[config.mk]
export PLATFORM = sky130hd
export DESIGN_NAME = clock_buzzer_output
export DESIGN_NICKNAME = d
export VERILOG_FILES = /design/src/clock_buzzer_pkg.sv /design/src/period_prescaler.sv /design/src/square_wave.sv /design/src/clock_buzzer_output.sv
export SDC_FILE = /design/constraint.sdc
export NUM_CORES = 1
export LEC_CHECK = 0
export ABC_AREA = 1
export ABC_CLOCK_PERIOD_IN_PS = 2400
export BUFFER_PORTS_ARGS = -buffer_cell sky130_fd_sc_hd__buf_2
export CAP_MARGIN = 20
export CELL_PAD_IN_SITES_DETAIL_PLACEMENT = 0
export CELL_PAD_IN_SITES_GLOBAL_PLACEMENT = 1
export CORE_MARGIN = 10
export CORE_UTILIZATION = 39
export CTS_CLUSTER_DIAMETER = 100
export DETAILED_ROUTE_END_ITERATION = 8
export PLACE_DENSITY = 0.83
export SYNTH_ARGS = -nofsm -noshare
export SYNTH_HDL_FRONTEND = slang
export SYNTH_SLANG_ARGS = --single-unit
export TNS_END_PERCENT = 1
[constraint.sdc]
create_clock -name mclk -period 2.4 [get_ports mclk]
set_input_delay 0.12 -clock mclk [delete_from_list [all_inputs] [get_ports mclk]]
set_output_delay 0.12 -clock mclk [all_outputs]
set_load 0.02 [all_outputs]
[src/clock_buzzer_pkg.sv]
package clock_buzzer_pkg;
    // Register byte addresses
    localparam logic [15:0] CKS_OFS = 16'hFF40;
    localparam logic [15:0] DIR_OFS = 16'hFF44;
    localparam logic [15:0] LATCH_OFS = 16'hFF48;
    localparam logic [15:0] CKS_SET_OFS = 16'hFF4C;
    localparam logic [15:0] CKS_CLR_OFS = 16'hFF50;
    // Reset values
    localparam logic [7:0] CKS_RST = 8'h00;
    localparam logic [7:0] DIR_RST = 8'hFF;
    localparam logic [7:0] LATCH_RST = 8'h00;
    // Field positions in clock_output_select
    localparam int BZ_EN_BIT = 7;
    localparam int BZ_SEL_HI = 6;
    localparam int BZ_SEL_LO = 5;
    localparam int CL_EN_BIT = 4;
    localparam int CL_SEL_HI = 3;
    localparam int CL_SEL_LO = 0;
    // Pin positions in direction and latch registers
    localparam int CLK_PIN_BIT = 0;
    localparam int BUZ_PIN_BIT = 1;
    // Divider settings: half period is 2**exp cycles
    localparam logic [3:0] BZ_BASE_EXP = 4'h9;
    localparam logic [3:0] SUB_CODE = 4'h8;
    localparam int CNT_W = 13;
endpackage

[src/period_prescaler.sv]
`timescale 1ns/1ps
module period_prescaler
    import clock_buzzer_pkg::*;
(
    input wire logic mclk,
    input wire logic rst,
    input wire logic run,
    input wire logic [3:0] halfExp,
    output logic tick
);
    logic [CNT_W-1:0] cntReg;
    logic [CNT_W-1:0] cntNext;
    logic [CNT_W:0] span;
    logic hit;

    assign span = (CNT_W+1)'(1) << halfExp;
    assign hit = cntReg == CNT_W'(span - (CNT_W+1)'(1));
    assign tick = run && hit;
    assign cntNext = (!run || hit) ? '0 : cntReg + CNT_W'(1);

    always_ff @(posedge mclk or posedge rst) begin
        if (rst) begin
            cntReg <= '0;
        end else begin
            cntReg <= cntNext;
        end
    end
endmodule

[src/square_wave.sv]
`timescale 1ns/1ps
module square_wave (
    input wire logic mclk,
    input wire logic rst,
    input wire logic enable,
    input wire logic graceful,
    input wire logic tick,
    output logic running,
    output logic waveReg
);
    logic enPrevReg;
    logic activeReg;
    logic start;
    logic stopNow;

    assign start = enable && !enPrevReg;
    assign stopNow = !enable && (!graceful || !waveReg);
    // Counter restarts on the enabling edge
    assign running = activeReg && !start;

    always_ff @(posedge mclk or posedge rst) begin
        if (rst) begin
            enPrevReg <= 1'b0;
        end else begin
            enPrevReg <= enable;
        end
    end

    always_ff @(posedge mclk or posedge rst) begin
        if (rst) begin
            activeReg <= 1'b0;
            waveReg <= 1'b0;
        end else if (start) begin
            activeReg <= 1'b1;
            waveReg <= 1'b0;
        end else if (activeReg && stopNow) begin
            activeReg <= 1'b0;
            waveReg <= 1'b0;
        end else if (activeReg && tick) begin
            waveReg <= !waveReg;
        end
    end
endmodule

[src/clock_buzzer_output.sv]
// Function
// - reset clears output select register
// - buzzer enable runs divider, else pin holds its latch bit
// - buzzer divides peripheral clock by 2^10..2^13
// - clock enable runs divider, else pin holds its latch bit
// - source codes 0-7 divide, 8 subclock
// - select register readable, byte and bit writable
// - outputs carry the selected square waves ORed with their latch bits
// - port direction resets to all inputs
// - clock output shortens no high phase except when a prohibited code (9-15) is selected or the clock is re-enabled before the phase ends
`timescale 1ns/1ps
module clock_buzzer_output
    import clock_buzzer_pkg::*;
(
    input wire logic mclk,
    input wire logic rst,
    input wire logic [15:0] address,
    input wire logic read,
    input wire logic write,
    input wire logic [31:0] writedata,
    input wire logic [3:0] byteenable,
    output logic [31:0] readdata,
    output logic waitrequest,
    input wire logic subClockIn,
    output logic programmableClockPinOut,
    output logic programmableClockPinOe,
    output logic buzzerPinOut,
    output logic buzzerPinOe
);
    // ==========================================================
    // Avalon slave
    // ==========================================================
    logic [7:0] cksReg;
    logic [7:0] cksNext;
    logic [7:0] dirReg;
    logic [7:0] latchReg;
    logic waitReg;
    logic [31:0] rdataReg;
    logic request;
    logic firstCycle;
    logic commit;
    logic laneWrite;
    logic selCks;
    logic selDir;
    logic selLatch;
    logic selSet;
    logic selClr;
    logic [7:0] readByte;

    assign request = read || write;
    assign firstCycle = request && waitReg;
    assign commit = write && !waitReg;
    assign laneWrite = commit && byteenable[0];
    assign selCks = address == CKS_OFS;
    assign selDir = address == DIR_OFS;
    assign selLatch = address == LATCH_OFS;
    assign selSet = address == CKS_SET_OFS;
    assign selClr = address == CKS_CLR_OFS;
    // Unmapped addresses read as zero
    assign readByte = selCks ? cksReg :
                      selDir ? dirReg :
                      selLatch ? latchReg : 8'h00;

    // Byte write, or bit set and bit clear aliases
    assign cksNext = !laneWrite ? cksReg :
                     selCks ? writedata[7:0] :
                     selSet ? (cksReg | writedata[7:0]) :
                     selClr ? (cksReg & ~writedata[7:0]) : cksReg;

    assign readdata = rdataReg;
    assign waitrequest = waitReg;

    always_ff @(posedge mclk or posedge rst) begin
        if (rst) begin
            waitReg <= 1'b1;
            rdataReg <= 32'h0000_0000;
        end else begin
            waitReg <= !firstCycle;
            if (firstCycle) begin
                rdataReg <= {24'h00_0000, readByte};
            end
        end
    end

    always_ff @(posedge mclk or posedge rst) begin
        if (rst) begin
            cksReg <= CKS_RST;
            dirReg <= DIR_RST;
            latchReg <= LATCH_RST;
        end else begin
            cksReg <= cksNext;
            if (laneWrite && selDir) begin
                dirReg <= writedata[7:0];
            end
            if (laneWrite && selLatch) begin
                latchReg <= writedata[7:0];
            end
        end
    end

    // ==========================================================
    // Subsystem clock synchroniser
    // ==========================================================
    logic subSync1Reg;
    logic subSync2Reg;
    logic subSync3Reg;
    logic subEdge;

    always_ff @(posedge mclk or posedge rst) begin
        if (rst) begin
            subSync1Reg <= 1'b0;
            subSync2Reg <= 1'b0;
            subSync3Reg <= 1'b0;
        end else begin
            subSync1Reg <= subClockIn;
            subSync2Reg <= subSync1Reg;
            subSync3Reg <= subSync2Reg;
        end
    end

    assign subEdge = subSync2Reg ^ subSync3Reg;

    // ==========================================================
    // Clock output divider
    // ==========================================================
    logic [3:0] clkCode;
    logic srcValid;
    logic clkEnable;
    logic [3:0] clkExp;
    logic clkPreTick;
    logic clkTick;
    logic clkRun;
    logic clkWave;

    assign clkCode = cksReg[CL_SEL_HI:CL_SEL_LO];
    assign srcValid = clkCode <= SUB_CODE;
    assign clkEnable = cksReg[CL_EN_BIT] && srcValid;
    // Undivided code toggles every cycle, the fastest a flop can go
    assign clkExp = (clkCode == 4'h0) ? 4'h0 : clkCode - 4'h1;
    assign clkTick = (clkCode == SUB_CODE) ? subEdge : clkPreTick;

    period_prescaler clk_div (
        .mclk(mclk),
        .rst(rst),
        .run(clkRun),
        .halfExp(clkExp),
        .tick(clkPreTick)
    );

    // Graceful stop finishes the high phase
    square_wave clk_wave (
        .mclk(mclk),
        .rst(rst),
        .enable(clkEnable),
        .graceful(srcValid),
        .tick(clkTick),
        .running(clkRun),
        .waveReg(clkWave)
    );

    // ==========================================================
    // Buzzer divider
    // ==========================================================
    logic [1:0] buzSel;
    logic [3:0] buzExp;
    logic buzTick;
    logic buzRun;
    logic buzWave;

    assign buzSel = cksReg[BZ_SEL_HI:BZ_SEL_LO];
    assign buzExp = BZ_BASE_EXP + {2'b00, buzSel};

    period_prescaler buz_div (
        .mclk(mclk),
        .rst(rst),
        .run(buzRun),
        .halfExp(buzExp),
        .tick(buzTick)
    );

    square_wave buz_wave (
        .mclk(mclk),
        .rst(rst),
        .enable(cksReg[BZ_EN_BIT]),
        .graceful(1'b0),
        .tick(buzTick),
        .running(buzRun),
        .waveReg(buzWave)
    );

    // ==========================================================
    // Pin drivers
    // ==========================================================
    always_ff @(posedge mclk or posedge rst) begin
        if (rst) begin
            programmableClockPinOut <= 1'b0;
            programmableClockPinOe <= 1'b0;
            buzzerPinOut <= 1'b0;
            buzzerPinOe <= 1'b0;
        end else begin
            programmableClockPinOut <= latchReg[CLK_PIN_BIT] | clkWave;
            programmableClockPinOe <= !dirReg[CLK_PIN_BIT];
            buzzerPinOut <= latchReg[BUZ_PIN_BIT] | buzWave;
            buzzerPinOe <= !dirReg[BUZ_PIN_BIT];
        end
    end

    // ==========================================================
    // Assertions
    // ==========================================================
    logic buzPrevReg;
    logic buzSeenReg;
    logic [CNT_W-1:0] buzCntReg;
    logic buzToggled;
    logic [CNT_W:0] buzHalf;

    assign buzToggled = buzWave != buzPrevReg;
    assign buzHalf = (CNT_W+1)'(1) << buzExp;

    always_ff @(posedge mclk or posedge rst) begin
        if (rst) begin
            buzPrevReg <= 1'b0;
            buzSeenReg <= 1'b0;
            buzCntReg <= '0;
        end else begin
            buzPrevReg <= buzWave;
            buzCntReg <= buzToggled ? '0 : buzCntReg + CNT_W'(1);
            if (!cksReg[BZ_EN_BIT]) begin
                buzSeenReg <= 1'b0;
            end else if (buzToggled) begin
                buzSeenReg <= 1'b1;
            end
        end
    end

    property p_reset_select;
        @(posedge mclk) $fell(rst) |-> cksReg == CKS_RST && !clkWave && !buzWave;
    endproperty
    a_reset_select: assert property (p_reset_select) else $error("select not clear after reset");

    property p_reset_dir;
        @(posedge mclk) $fell(rst) |-> dirReg == DIR_RST && !buzzerPinOe;
    endproperty
    a_reset_dir: assert property (p_reset_dir) else $error("direction not all inputs after reset");

    property p_buz_off;
        @(posedge mclk) disable iff (rst)
            !cksReg[BZ_EN_BIT] |=> !buzWave ##1 !buzzerPinOut || latchReg[BUZ_PIN_BIT];
    endproperty
    a_buz_off: assert property (p_buz_off) else $error("buzzer not low when disabled");

    property p_buz_half;
        @(posedge mclk) disable iff (rst)
            cksReg[BZ_EN_BIT] && buzSeenReg && buzToggled |-> buzCntReg == CNT_W'(buzHalf - 1);
    endproperty
    a_buz_half: assert property (p_buz_half) else $error("buzzer half period wrong");

    property p_clk_off;
        @(posedge mclk) disable iff (rst) !cksReg[CL_EN_BIT] && !clkWave |=> !clkWave;
    endproperty
    a_clk_off: assert property (p_clk_off) else $error("clock output rose while disabled");

    property p_sub_follow;
        @(posedge mclk) disable iff (rst)
            clkCode == SUB_CODE && $past(clkCode) == SUB_CODE && $changed(clkWave) && clkWave
            |-> $past(subEdge);
    endproperty
    a_sub_follow: assert property (p_sub_follow) else $error("subclock output moved without edge");

    property p_write_select;
        @(posedge mclk) disable iff (rst)
            write && !waitrequest && selCks && byteenable[0] |=> cksReg == $past(writedata[7:0]);
    endproperty
    a_write_select: assert property (p_write_select) else $error("select write lost");

    property p_no_runt;
        @(posedge mclk) disable iff (rst)
            clkWave && srcValid && $past(srcValid) |=> clkWave || $past(clkTick);
    endproperty
    a_no_runt: assert property (p_no_runt) else $error("clock high phase cut short");

    property p_restart;
        @(posedge mclk) disable iff (rst) $rose(cksReg[BZ_EN_BIT]) |=> !buzWave ##1 !buzWave;
    endproperty
    a_restart: assert property (p_restart) else $error("buzzer did not restart low");

    property p_bad_code;
        @(posedge mclk) disable iff (rst) !srcValid |=> !clkWave;
    endproperty
    a_bad_code: assert property (p_bad_code) else $error("prohibited code drove clock");

    c_buz_toggle: cover property (@(posedge mclk) disable iff (rst) buzSeenReg && buzToggled);
    c_sub_out: cover property (@(posedge mclk) disable iff (rst) clkCode == SUB_CODE && $rose(clkWave));
    c_soft_stop: cover property (@(posedge mclk) disable iff (rst) $fell(cksReg[CL_EN_BIT]) && clkWave);
    c_read: cover property (@(posedge mclk) disable iff (rst) read && !waitrequest && selCks);
endmodule

* Yosys cells after proc, flatten, opt, wreduce, memory -nomap -nowiden
Index checks and enable logic that the tools add are counted.
Word-level totals: bits in registers 72, input port bits 57, output and inout port bits 37, word-level logic and storage cells 106
Cells by class: $add $sub $neg 6, $lt $le $gt $ge 1, equal/unequal tests 8, shift-type cells 2, mux-type cells 20, bitwise gates (word level) 6, reductions and logical operators 43
Operators with widths (number):
- equality test 16 bit (second input constant) | 5
- two-way mux 8 bit | 6
- adder 13 x 1 -> 13 bit (second input constant) | 2
- equality test 13 bit | 2
- two-way mux 13 bit | 2
- left shift 1 x 4 -> 13 bit (first input constant) | 2
- subtractor 13 x 1 -> 13 bit (second input constant) | 2
- logical AND 1 bit | 17
- zero test 1 bit | 15
- two-way mux 1 bit | 11
- nonzero test 3 bit | 3
- AND 8 bit | 1
- inverter 8 bit | 1
- OR 8 bit | 1
- adder 4 x 2 -> 4 bit (first input constant) | 1
- equality test 4 bit (second input constant) | 1
- less-or-equal comparator 4 bit (second input constant) | 1
- zero test 4 bit | 1
- logical OR 1 bit | 4
- two-way mux 4 bit | 1
- nonzero test 2 bit | 2
- subtractor 4 x 1 -> 4 bit (second input constant) | 1
- OR 1 bit | 2
- AND reduction 2 bit | 1
- bitwise XOR 1 bit | 1

* Logic depth before layout (Yosys ltp)
depth after elaboration 11, gate-level depth with buffers 17, gate-level depth less buffers 16

* Modules after synthesis
Synthesis repeated with hierarchy kept, for this count alone.
Second synthesis, totals: cell total of the unflattened synthesis 662, area, all modules 4968.5 µm²
Modules (own cells, without submodules):
- period_prescaler | instances 2, cells an instance 172, area an instance 1196.1 µm², sequential area each 325.3 µm²
- clock_buzzer_output | instances 1, cells an instance 280, area an instance 2293.4 µm², sequential area each 1012.2 µm²
- square_wave | instances 2, cells an instance 19, area an instance 141.4 µm², sequential area each 75.1 µm²

* Worst setup path before layout
OpenSTA, ideal clock, no wires.
path type register -> register, from reg with a tool-made name, to reg clk_div.cntReg[7], library setup time 129 ps, arrival time 1927 ps, data required time 2271 ps, path slack 344 ps, stages on the path, launching flop included 15, buffers on the path 2, clock period less this slack 2056 ps, cells stage by stage dfrtp_1 > buf_4 > nor2_2 > nand2_1 > ha_1 > xnor2_1 > a21oi_1 > nand2_1 > nor2_1 > nand2_1 > nor2_1 > nand2_1 > nand2_1 > buf_4 > nor3_1
RTL lines:
- to (signal assigned) | RTL line period_prescaler.sv:25 | cntReg <= cntNext;
- to (decl) | RTL line period_prescaler.sv:11 | logic [CNT_W-1:0] cntReg;

==> metrics.md <==
| Metric | Value |
|---|---|
| Hold Crit Class | input pin to register |
| Post-DP HPWL | 6.77 mm |
| Clock sinks | 72 |
| Critical R2R Capture | clk_div.cntReg[3]$_DFF_PP0_ |
| Seq pwr share | 49.9% |
| Cell taking the most area after synthesis | dfrtp_1 |
| Most common cell after layout, fill and taps aside | nand2_1 |
| Yosys warning count | 0 |
| Power density over the cells | 544 nW/µm² |
| Residual DRC | 0 |
| Initial Utilization | 40.1% |
| Die ar. | 14500 µm² |
| Crit. End Element | register |
| Layout cell share with drive strength beyond 1 | 15.1% |
| Internal | 0.00185 W |
| Setup repair bufs after CTS | 0 |
| Peak VDD IR | 0.307 mV |
| Sequential share of the synthesized area | 46.2% |
| Maximum root-to-sink buffer count | 2 |
| Layout fillers | 1025 |
| Crit path DAT | 2.34 ns |
| GRT overflow | 0 |
| Main synth FF type | dfrtp_1 |
| Post-Syn Instances | 516 |
| Max cap viols | 0 |
| Initial antenna violation count | 0 |
| R2R Setup Slk | 0.28 ns |
| Nets | 630 |
| Gp weighted congestion | 0.827 |
| Core ar. | 9770 µm² |
| RSZ-0062 raised after global routing | false |
| Final wirelength | 9.10 mm |
| Power share of the combinational group | 5.2% |
| Seq cells post-synth | 72 |
| Psw | 0.000597 W |
| Startpoint Class | register |
| Slew Viols, Final | 0 |
| Fmax | 0.472 GHz |
| Final core utilization | 46.1% |
| Post-Route Setup TNS | 0 ns |
| Die X | 120 µm |
| Commonest cells after routing, fill and taps aside | 141 x nand2_1, 63 x dfrtp_1, 61 x inv_1 |
| Async set or reset register ratio after synthesis | 100% |
| TritonCTS clock tree | built |
| I/O Buffers | 42 |
| Worst path required time | 2.62 ns |
| Routed Antenna Nets | 0 |
| Final setup skew | 0.00544 ns |
| Layout area overhead | 14.7% |
| Routed wire length per instance | 12.9 µm |
| Top Ports | 94 |
| Final Hold Viols | 0 |
| Crit path max fanout | 13 |
| Number of global-route vias before repair | 3349 |
| Hold Crit Endpoint | dirReg[6]$_DFFE_PP1P_ |
| Root Buffer | clkbuf_8 |
| R2R cell count | 13 |
| Yosys cell types | 36 |
| GRT Resource Usage Total | 13.0% |
| Crit path time final | 2.12 ns |
| Yosys top cell area share | 40.2% |
| Largest net degree at the start of global routing | 73 |
| Clock power frac | 44.9% |
| DR vias | 3315 |
| Final setup fails | 0 |
| Hold Crit Start | writedata[6] |
| Worst Tran Pin Value | 0.693 ns |
| Hold Path Depth | 3 |
| ANT cells | 0 |
| CTS Buf Count | 9 |
| Row cnt | 36 |
| Drt first pass iters | 7 |
| Die Height | 120 µm |
| DR iter-0 viols | 184 |
| Clock Latency Late Sink | 0.34 ns |
| Synth area leaders | dfrtp_1 40%, nand2_1 14%, dfstp_2 6.0% |
| Period utilization | 88.3% |
| Vias/cell | 4.68 |
| Rel. slew slack | 53.5% |
| Post-synth EDFFs | 0 |
| Leakage | 2.20 nW |
| First-pass GRT wire length | 15.5 mm |
| Status | finished, final reports clean |
| Kind of critical path | register to register |
| Clk slew on worst S/H paths | 0.08 ns |
| Syn avg cell area | 7.60 µm² |
| Sw Ratio | 24.4% |
| H-tree levels | 3 |
| Syn Std Cell Area | 3920 µm² |
==> how the worst max path moves through the flow <==
stage,from,to
CTS,register,clk_div.cntReg[3]$_DFF_PP0_
floorplan,register,clk_div.cntReg[7]$_DFF_PP0_
global placement,register,clk_div.cntReg[3]$_DFF_PP0_
finish,register,clk_div.cntReg[3]$_DFF_PP0_
detailed placement,register,clk_div.cntReg[3]$_DFF_PP0_
global route,register,clk_wave.waveReg$_DFFE_PP0P_
==> Yosys cell counts (all sizes together) (2+ instances only) <==
| master | count |
|---|---|
| nand3 | 28 |
| o221ai | 2 |
| clkbuf | 3 |
| dfrtp | 63 |
| o21ai | 39 |
| buf | 28 |
| nor2 | 57 |
| nand3b | 4 |
| xor2 | 5 |
| ha | 3 |
| nor3 | 14 |
| nand2 | 143 |
| a21oi | 12 |
| nor3b | 12 |
| inv | 66 |
| dfstp | 9 |
| a31oi | 2 |
| xnor2 | 4 |
| nand4 | 6 |
| o211ai | 6 |
==> critical path: stages, from the launching register on <==
cell and delay [ns]:
dfrtp_1 0.42, nor2_4 0.19, nand2_1 0.10, ha_1 0.31, xnor2_1 0.12, a21oi_1 0.12, nand2_1 0.06, nor2_1 0.08
nand2_1 0.07, nor2_1 0.14, nand2_1 0.07, nand2_1 0.11, buf_12 0.14, nor3b_1 0.06
==> timing repair <==
action                                 CTS  global route
endpoints found under the hold margin   64             0
gates resized for setup                  0             2
hold buffers                             2             0
setup endpoints to repair                0            13
==> per-layer routing <==
| metal | track usage, % | vias up | share of wire (%) |
|---|---|---|---|
| li1 | - | 1706 | - |
| met1 | 15.6 | 1538 | 46 |
| met2 | 22.1 | 65 | 48 |
| met3 | 4.09 | 6 | 4.9 |
| met4 | 3.24 | 0 | 0.60 |
| met5 | 0 | - | 0 |
==> per-stage QoR <==
step                area, µm²  worst slack (ns)  hold slack [ns]  power, W  cells
finish                   4500             0.282           0.0569   0.00245    708
floorplan                4010             0.344            0.151   0.00135    539
CTS                      4490             0.182           0.0331   0.00248    708
global placement         4250             0.270            0.228   0.00137    690
detailed placement       4250             0.231            0.230   0.00137    690
global route             4500            0.0274           0.0583   0.00256    708
==> cell families (layout without fill, tap and decap cells) <==
group / Yosys count / in the layout / synth area share [%]
adder cells (fa/ha/maj): 3 / 3 / 0.957
flip-flops: 72 / 72 / 46.2
AO/OA/AOI/OAI: 66 / 66 / 9.38
XOR/XNOR: 9 / 9 / 2.01
buffers and inverters: 98 / 134 / 11.9
AND/OR/NAND/NOR: 267 / 267 / 29.4
other: 1 / 24 / 0.0956
==> power by group through the flow <==
stage,Sequential (W),Clock (W),Combinational [W]
5_1_grt,0.00122,0.00119,0.000145
4_1_cts,0.00122,0.00114,0.000128
2_1_floorplan,0.00125,0,0.000105
3_5_place_dp,0.00124,0,0.000125
6_report,0.00122,0.00110,0.000128
3_3_place_gp,0.00124,0,0.000123
==> cell type report <==
cell class	instances	area (µm²)	share of cell area, %
Clock buffer	9	124	2.75
Sequential cell	72	1810	40.3
Clock inverter	7	103	2.28
Timing Repair Buffer	51	308	6.84
Tap cell	133	166	3.70
Multi-Input combinational cell	369	1740	38.6
Inverter	67	251	5.59
(Power assumes the default switching activity.)
